## config.mk

```make
export PLATFORM = sky130hd
export DESIGN_NAME = wif_top
export DESIGN_NICKNAME = d
export VERILOG_FILES = /design/src/hw/wif_pkg.sv /design/src/hw/wif_top.sv
export SDC_FILE = /design/constraint.sdc
export NUM_CORES = 1
export LEC_CHECK = 0
export ABC_CLOCK_PERIOD_IN_PS = 890
export BUFFER_PORTS_ARGS = -buffer_cell sky130_fd_sc_hd__buf_2
export CORE_AREA = 5 5 67 115
export DETAILED_ROUTE_END_ITERATION = 7
export DIE_AREA = 0 0 72 120
export MAX_ROUTING_LAYER = met4
export SLEW_MARGIN = 5
export SYNTH_ARGS = -nofsm -noshare
export SYNTH_HDL_FRONTEND = slang
export SYNTH_SLANG_ARGS = --single-unit
```

## constraint.sdc

```tcl
create_clock -name i_core_clk -period 0.89 [get_ports i_core_clk]
set_input_delay 0.089 -clock i_core_clk [delete_from_list [all_inputs] [get_ports i_core_clk]]
set_output_delay 0.089 -clock i_core_clk [all_outputs]
set_load 0.05 [all_outputs]
```

## src/hw/wif_pkg.sv

```systemverilog
// wake and interrupt flag block: register map, field positions and reset values.
// assumes an 8-bit register port with a 16-bit byte address.
package wif_pkg;
	localparam int ADDR_W = 16;
	localparam int DATA_W = 8;
	localparam int LINES_W = 7;

	// register byte addresses
	localparam logic [15:0] OFS_FLAGS = 16'h00E8;
	localparam logic [15:0] OFS_LINES = 16'h00F8;
	localparam logic [15:0] OFS_ENABLE = 16'h20B0;
	localparam logic [15:0] OFS_MASK = 16'h20B4;

	// flag register bit positions
	localparam int BIT_XFER = 0;
	localparam int BIT_RTC = 1;
	localparam int BIT_FWCOL0 = 2;
	localparam int BIT_FWCOL1 = 3;
	localparam int BIT_PB = 4;
	localparam int BIT_WAKE = 5;
	localparam int BIT_CK_RISE = 6;
	localparam int BIT_CK_FALL = 7;

	// enable register bit positions
	localparam int BIT_WD_EN = 0;
	localparam int BIT_SPI_EN = 4;

	// reset values
	localparam logic [7:0] RST_FLAGS = 8'h00;
	localparam logic [7:0] RST_MASK = 8'h00;
	localparam logic RST_WD_EN = 1'b0;
	localparam logic RST_SPI_EN = 1'b0;
	localparam logic [7:0] RDATA_UNMAPPED = 8'h00;
endpackage

```

## src/hw/wif_top.sv

```systemverilog
// wake and interrupt flag block: sticky wake/interrupt flags, masks, enables.
// assumes a single-cycle register port on i_core_clk; event inputs other than
// the pushbutton and clock-ok come from logic on the same clock as one-cycle pulses.
//
// Contract
// - pushbutton rising edge sets flag bit 4
// - low-power request clears pushbutton flag
// - pushbutton flag survives wake-up for boot
// - clock-ok rise sets bit 6, line four
// - clock-ok fall in battery mode sets bit 7
// - pushbutton wake into battery mode sets bit 7
// - autowake sets bit 5, readable at boot
// - transfer-busy sets bit 0, rtc bit 1
// - collision events set bits 2 and 3
// - line field reads live levels, no memory
// - enable bit 0 gates watchdog near-overflow
`timescale 1ns/1ps
module wif_top
(
	input wire logic i_core_clk,
	input wire logic i_arst_n,
	input wire logic [15:0] i_addr,
	input wire logic [7:0] i_wdata,
	input wire logic i_wr,
	input wire logic i_rd,
	output logic [7:0] o_rdata,
	input wire logic i_pushbutton_input,
	input wire logic i_clock_ok,
	input wire logic i_battery_low_power_mode,
	input wire logic i_low_power_req,
	input wire logic i_wake_by_pushbutton,
	input wire logic i_autowake_event,
	input wire logic i_compute_transfer_busy,
	input wire logic i_rtc_event,
	input wire logic [1:0] i_fw_collision,
	input wire logic i_wd_near_overflow,
	input wire logic i_spi_event,
	input wire logic [6:0] i_irq_lines,
	output logic o_irq,
	output logic o_irq_line_four,
	output logic o_wd_near_overflow_irq,
	output logic o_spi_irq
);

	// pin synchronisers: three stages, a change counts once stages two and three agree
	logic [2:0] pb_sync_q;
	logic [2:0] ck_sync_q;
	logic pb_level_q;
	logic ck_level_q;
	logic pb_level_d;
	logic ck_level_d;
	logic pb_rise;
	logic ck_rise;
	logic ck_fall;

	logic [7:0] flags_q;
	logic [7:0] flags_d;
	logic [7:0] flag_set;
	logic [7:0] flag_clr;
	logic [7:0] mask_q;
	logic wd_en_q;
	logic spi_en_q;
	logic [7:0] rdata_d;

	wire sel_flags = (i_addr == wif_pkg::OFS_FLAGS);
	wire sel_lines = (i_addr == wif_pkg::OFS_LINES);
	wire sel_enable = (i_addr == wif_pkg::OFS_ENABLE);
	wire sel_mask = (i_addr == wif_pkg::OFS_MASK);
	wire wr_flags = i_wr & sel_flags;
	wire wr_enable = i_wr & sel_enable;
	wire wr_mask = i_wr & sel_mask;

	// a synchronised level moves only once stages two and three agree
	function automatic logic agreed_level(input logic [2:0] stages, input logic held);
		agreed_level = (stages[1] == stages[2]) ? stages[2] : held;
	endfunction

	function automatic logic [7:0] field_at(input logic v, input int pos);
		field_at = 8'h00;
		field_at[pos] = v;
	endfunction

	always_ff @(posedge i_core_clk or negedge i_arst_n)
	begin
		if (!i_arst_n)
		begin
			pb_sync_q <= 3'h0;
			ck_sync_q <= 3'h0;
			pb_level_q <= 1'b0;
			ck_level_q <= 1'b0;
		end
		else
		begin
			pb_sync_q <= {pb_sync_q[1:0], i_pushbutton_input};
			ck_sync_q <= {ck_sync_q[1:0], i_clock_ok};
			pb_level_q <= pb_level_d;
			ck_level_q <= ck_level_d;
		end
	end

	// only stages two and three are looked at; stage one feeds stage two alone
	assign pb_level_d = agreed_level(pb_sync_q, pb_level_q);
	assign ck_level_d = agreed_level(ck_sync_q, ck_level_q);
	assign pb_rise = pb_level_d & ~pb_level_q;
	assign ck_rise = ck_level_d & ~ck_level_q;
	assign ck_fall = ~ck_level_d & ck_level_q;

	// hardware set sources, one per flag bit except bit 7, which has two
	always_comb
	begin
		flag_set = 8'h00;
		flag_set[wif_pkg::BIT_XFER] = i_compute_transfer_busy;
		flag_set[wif_pkg::BIT_RTC] = i_rtc_event;
		flag_set[wif_pkg::BIT_FWCOL0] = i_fw_collision[0];
		flag_set[wif_pkg::BIT_FWCOL1] = i_fw_collision[1];
		flag_set[wif_pkg::BIT_PB] = pb_rise;
		flag_set[wif_pkg::BIT_WAKE] = i_autowake_event;
		flag_set[wif_pkg::BIT_CK_RISE] = ck_rise;
		// a fall only counts as a low-power entry when battery mode is on in the same cycle
		flag_set[wif_pkg::BIT_CK_FALL] = i_battery_low_power_mode &
			(ck_fall | i_wake_by_pushbutton);
	end

	// a written zero clears, a written one leaves the flag alone; reads never clear
	always_comb
	begin
		flag_clr = wr_flags ? ~i_wdata : 8'h00;
		flag_clr[wif_pkg::BIT_PB] = flag_clr[wif_pkg::BIT_PB] | i_low_power_req;
	end

	// set beats clear so an event in the clearing cycle is not lost
	assign flags_d = flag_set | (flags_q & ~flag_clr);

	// no reset but the async one touches the flags, so wake-up keeps them for boot code
	always_ff @(posedge i_core_clk or negedge i_arst_n)
	begin
		if (!i_arst_n)
			flags_q <= wif_pkg::RST_FLAGS;
		else
			flags_q <= flags_d;
	end

	always_ff @(posedge i_core_clk or negedge i_arst_n)
	begin
		if (!i_arst_n)
		begin
			mask_q <= wif_pkg::RST_MASK;
			wd_en_q <= wif_pkg::RST_WD_EN;
			spi_en_q <= wif_pkg::RST_SPI_EN;
		end
		else
		begin
			if (wr_mask)
				mask_q <= i_wdata;
			if (wr_enable)
			begin
				wd_en_q <= i_wdata[wif_pkg::BIT_WD_EN];
				spi_en_q <= i_wdata[wif_pkg::BIT_SPI_EN];
			end
		end
	end

	wire [7:0] enable_view = field_at(wd_en_q, wif_pkg::BIT_WD_EN) |
		field_at(spi_en_q, wif_pkg::BIT_SPI_EN);

	// read mux; the line field is sampled straight from the lines, no holding state
	assign rdata_d = sel_flags ? flags_q :
		sel_lines ? {1'b0, i_irq_lines} :
		sel_enable ? enable_view :
		sel_mask ? mask_q :
		wif_pkg::RDATA_UNMAPPED;

	// read data stands only in the cycle after the strobe
	always_ff @(posedge i_core_clk or negedge i_arst_n)
	begin
		if (!i_arst_n)
			o_rdata <= 8'h00;
		else if (i_rd)
			o_rdata <= rdata_d;
		else
			o_rdata <= 8'h00;
	end

	wire [7:0] pending = flags_q & mask_q;
	assign o_irq = |pending;
	assign o_irq_line_four = pending[wif_pkg::BIT_CK_RISE] | pending[wif_pkg::BIT_CK_FALL];
	assign o_wd_near_overflow_irq = wd_en_q & i_wd_near_overflow;
	assign o_spi_irq = spi_en_q & i_spi_event;
endmodule

```

### After elaboration in Yosys (flattened, before gate mapping)

Index checks and enable logic that the tools add are counted.

| word-level totals | value |
|---|---|
| register bits after elaboration | 34 |
| bits in latches | 0 |
| memory bits (writable) | 0 |
| memory bits (read-only) | 0 |
| bits of input ports | 47 |
| output and inout port bits | 12 |
| logic and storage cells | 45 |
| memories kept | 0 |

| operators by class | value |
|---|---|
| $add $sub $neg | 0 |
| multipliers | 0 |
| divide/modulo/power cells | 0 |
| $lt $le $gt $ge | 0 |
| equality and inequality tests | 6 |
| shift operators | 0 |
| multiplexer cells | 8 |
| bitwise gates (word level) | 21 |
| reduce and logical (&&, ||, !) cells | 1 |

Operators with widths:

| operator | count |
|---|---|
| 8-bit two-way mux | 6 |
| 16-bit by 14-bit equality test with 1-bit output, second input constant | 2 |
| 16-bit by 8-bit equality test with 1-bit output, second input constant | 2 |
| 8-bit AND | 2 |
| 8-bit inverter | 2 |
| 1-bit AND | 9 |
| 8-bit bitwise OR | 1 |
| 8-bit OR reduction | 1 |
| 1-bit by 5-bit bitwise OR with 5-bit output | 1 |
| 1-bit inverter | 3 |
| 1-bit bitwise OR | 3 |
| 1-bit equality test | 2 |
| 1-bit two-way mux | 2 |

### Depth between registers and ports, before layout

| depth | value |
|---|---|
| word-level depth | 7 |
| mapped depth | 5 |
| mapped depth without buffers | 4 |

### Worst setup path after synthesis

Ideal clock, no wire load.

| timing | value |
|---|---|
| kind | reg2out |
| start point | register flags_q[6] |
| end point | output o_irq |
| arrival | 1.485 ns |
| data required time | 0.801 ns |
| setup slack | -0.684 ns |
| cell stages (with the launch flop) | 4 |
| path buffers | 0 |
| cell sequence | dfrtp_1 > a22o_1 > a221oi_1 > nand3_1 |

| on the way | value |
|---|---|
| longest elaborated chain between the ends | 2 |

RTL lines:

| item | RTL line | source |
|---|---|---|
| start: declaration | wif_top.sv:56 | `logic [7:0] flags_q;` |
| start signal: assignment | wif_top.sv:138 | `flags_q <= wif_pkg::RST_FLAGS;` |
| start signal: assignment | wif_top.sv:140 | `flags_q <= flags_d;` |
| 8-bit AND | wif_top.sv:184 | `wire [7:0] pending = flags_q & mask_q;` |
| 8-bit OR reduction | wif_top.sv:185 | `assign o_irq = \|pending;` |
| end: declaration | wif_top.sv:39 | `output logic o_irq,` |

Every way passes these cells.

### Worst setup path after layout

Same ends and word-level chain as after synthesis.

==> reports/qor.yml <==
die_h_um: 120
antenna_found_initial: 0
hpwl_um: 3520
hold_violations: 0
setup_viol: 31
routed_wl_um: 4630
viasPerCell: 4.48
synth_top_cell_area_share_pct: 52.5
layout.cells.non_filler: 315
cp-start-kind: "flop"
end_kind: "output port"
cp_slowest_cell: "dfrtp_1"
max-slew-margin-rel_pct: 67.4
clk_latency_ns: 0.27
ff2ff_setup_slack_ns: -0.19
grt_pass1_wl_um: 7420
gp_congestion: 0.762
drive_gt1_share_pct: 63.2
crit_required_ns: 0.80
yosysWarnings: 0
io_pins: 59
grt_overflow: 0
stdcell_area_um2: 2860
synth_seq_cells: 34
setup_slack_ns: -0.592
dpl-instance-area_um2: 2260
rsz0062_at_grt: "true"
syn_inst: 131
clockBufferDepth: 2
clockRootBuffer: "clkbuf_16"
cap_violations: 0
cts_tree: "yes"
area_growth_pct: 76.5
dieArea_um2: 8640
post-route-period-util_pct: 167
drtIter0Drc: 32
status: "finished, violations left"
violations: "setup timing"
power.density_nw_per_um2: 1300
whs_ns: 0.000683
ys_top_cells_by_area: "dfrtp_1, mux2_2, o31ai_1, o32ai_1, nand2b_1"
grt_pass1_vias: 1563
fp-row-count: 40
wl_per_cell_um: 14.7
synth_cell_types: 40
critical_path_class: "flop to output port"
ys_seq_area_share_pct: 52.5
yosys.area.top_type: "dfrtp_1"
die_x_um: 72
numPortBuffers: 58
drtPass1Iterations: 4
via_count: 1412
detail-route-antenna-nets: 0
grt.total_usage_pct: 11.4
core_area_um2: 6710
syn_nets: 178
place_ws_ns: -0.685
clk_pin_slew_ns: 0.06
antennaDiodeCount: 0
total_power_mw: 3.71
p_leak_nw: 1.28
fin_tns_setup_ns: -7.97
worstPathCellList: "a22o_4, a221oi_4, nand3_2, buf_6"
irDropWorstVdd_mv: 0.992
fin_util_pct: 42.6
fmax_mhz: 675
period_minus_slack_ns: 1.48
hold_path_class: "input pin to flop"
grt_max_degree: 35
crit_path_max_incr_delay_ns: 0.38
fillerInstances: 667
nets: 277
avgSynthCellArea_um2: 12.4
htree_levels: 2
dpl.cell_count: 299
critPathMaxFanout: 2
arrival_ns: 1.39
cts_buffers: 5
synth_area_um2: 1620
slew_violations: 0
worst_pin_slew_ns: 0.488
finClkSkew_ns: 0.00615
cts_sinks: 34
initial_core_util_pct: 24.2
drc: 0
cells by family after synthesis:
group           synth area share, %
fa+ha+maj                      1.24
simple gates                   20.5
mux                            9.42
buf+inv                        2.86
flops                          52.5
compound gates                 13.4
synth_stat cells:
master and n:
dfrtp_1 34, mux2_2 10, nand2b_1 8, inv_1 7
o31ai_1 7, o32ai_1 6, and2_1 5, mux2i_1 4
nor2b_1 4, nand2_1 3, nand4_1 3, o311a_1 3
a22oi_1 2, clkbuf_1 2, maj3_1 2, nor3_1 2
nor3b_1 2, nor4b_1 2, nor4bb_1 2, o21ai_0 2
o22ai_1 2, a221oi_1 1, a22o_1 1, a41o_1 1
and3b_1 1, and4_1 1, and4bb_2 1, clkbuf_2 1
clkbuf_4 1, nand3_1 1, nand3_4 1, nand4_2 1
nand4_4 1, nor2_1 1, nor3_2 1, nor4_4 1
o211a_1 1, o21a_1 1, or2_1 1, or3_1 1
path summary, 6_finish.rpt:
path,startpoint,endpoint,cells past startpoint
worst min register to register,ck_sync_q[0]$_DFF_PN0_,ck_sync_q[1]$_DFF_PN0_,0
worst max register to register,flags_q[6]$_DFF_PN0_,o_rdata[6]$_DFF_PN0_,4
min in group asynchronous,i_arst_n,flags_q[7]$_DFF_PN0_,3
worst min-delay path,i_compute_transfer_busy,flags_q[0]$_DFF_PN0_,2
worst max-delay path,flags_q[6]$_DFF_PN0_,o_irq,4
max in group asynchronous,i_arst_n,flags_q[0]$_DFF_PN0_,3
critical path: cells and delay by family (launching register included):
family | cells | cell delay, ns
AOI/OAI and AO/OA | 2 | 0.47
buffers and inverters | 1 | 0.16
DFF | 1 | 0.38
and+or+nand+nor | 1 | 0.10
sequential cells by signal, summed over array words and instances (netlist names):
name and cells:
flags_q 8, mask_q 8, o_rdata 8, ck_sync_q 3
pb_sync_q 3, ck_level_q 1, pb_level_q 1, spi_en_q 1
wd_en_q 1
power by group:
| group | internal, mW | leakage, nW | switching [mW] |
|---|---|---|---|
| Sequential | 1.57 | 0.419 | 0.0198 |
| Clock | 1.11 | 0.0729 | 0.634 |
| Combinational | 0.185 | 0.793 | 0.186 |
cell type report:
class                           instances  area, µm²  share of cell area (%)
Timing Repair Buffer                   96        738                    25.8
Multi-Input combinational cell         86        987                    34.5
Clock buffer                            6        139                    4.86
Inverter                                7       26.3                   0.919
Sequential cell                        34        852                    29.8
Clock inverter                          2       12.5                   0.437
Tap cell                               84        105                    3.67
routing by layer:
layer  GRT usage [%]  part of all wire, %  vias to the layer above
li1                -                    -                      697
met1            11.3                   37                      678
met2            20.5                   58                       28
met3            2.93                  3.5                        9
met4            4.47                  1.9                        0
met5               -                    0                        -
layout by cell type (no fill, tap or decap), drive strengths merged, types with 2 or more instances in the layout:
cell type	Yosys	layout
buf	0	93
dfrtp	34	34
mux2	10	10
nand2b	8	8
inv	7	7
o31ai	7	7
o32ai	6	6
clkbuf	4	6
nand4	5	5
and2	5	5
nor2b	4	4
mux2i	4	4
o311a	3	3
nand2	3	3
dlygate4sd3	0	3
nor3	3	3
o22ai	2	2
a22oi	2	2
nor4bb	2	2
nor4b	2	2
maj3	2	2
o21ai	2	2
nor3b	2	2
nand3	2	2
repair_timing:
| action | 4_1_cts | 5_1_grt |
|---|---|---|
| hold buffers | 3 | 0 |
| resized for setup | 66 | 13 |
| cloned | 0 | 0 |
| buffers inserted | 5 | 1 |
| endpoints found under the setup margin | 39 | 38 |
| pin swaps | 16 | 13 |
| endpoints found under the hold margin | 36 | 0 |
(Power assumes the default switching activity.)
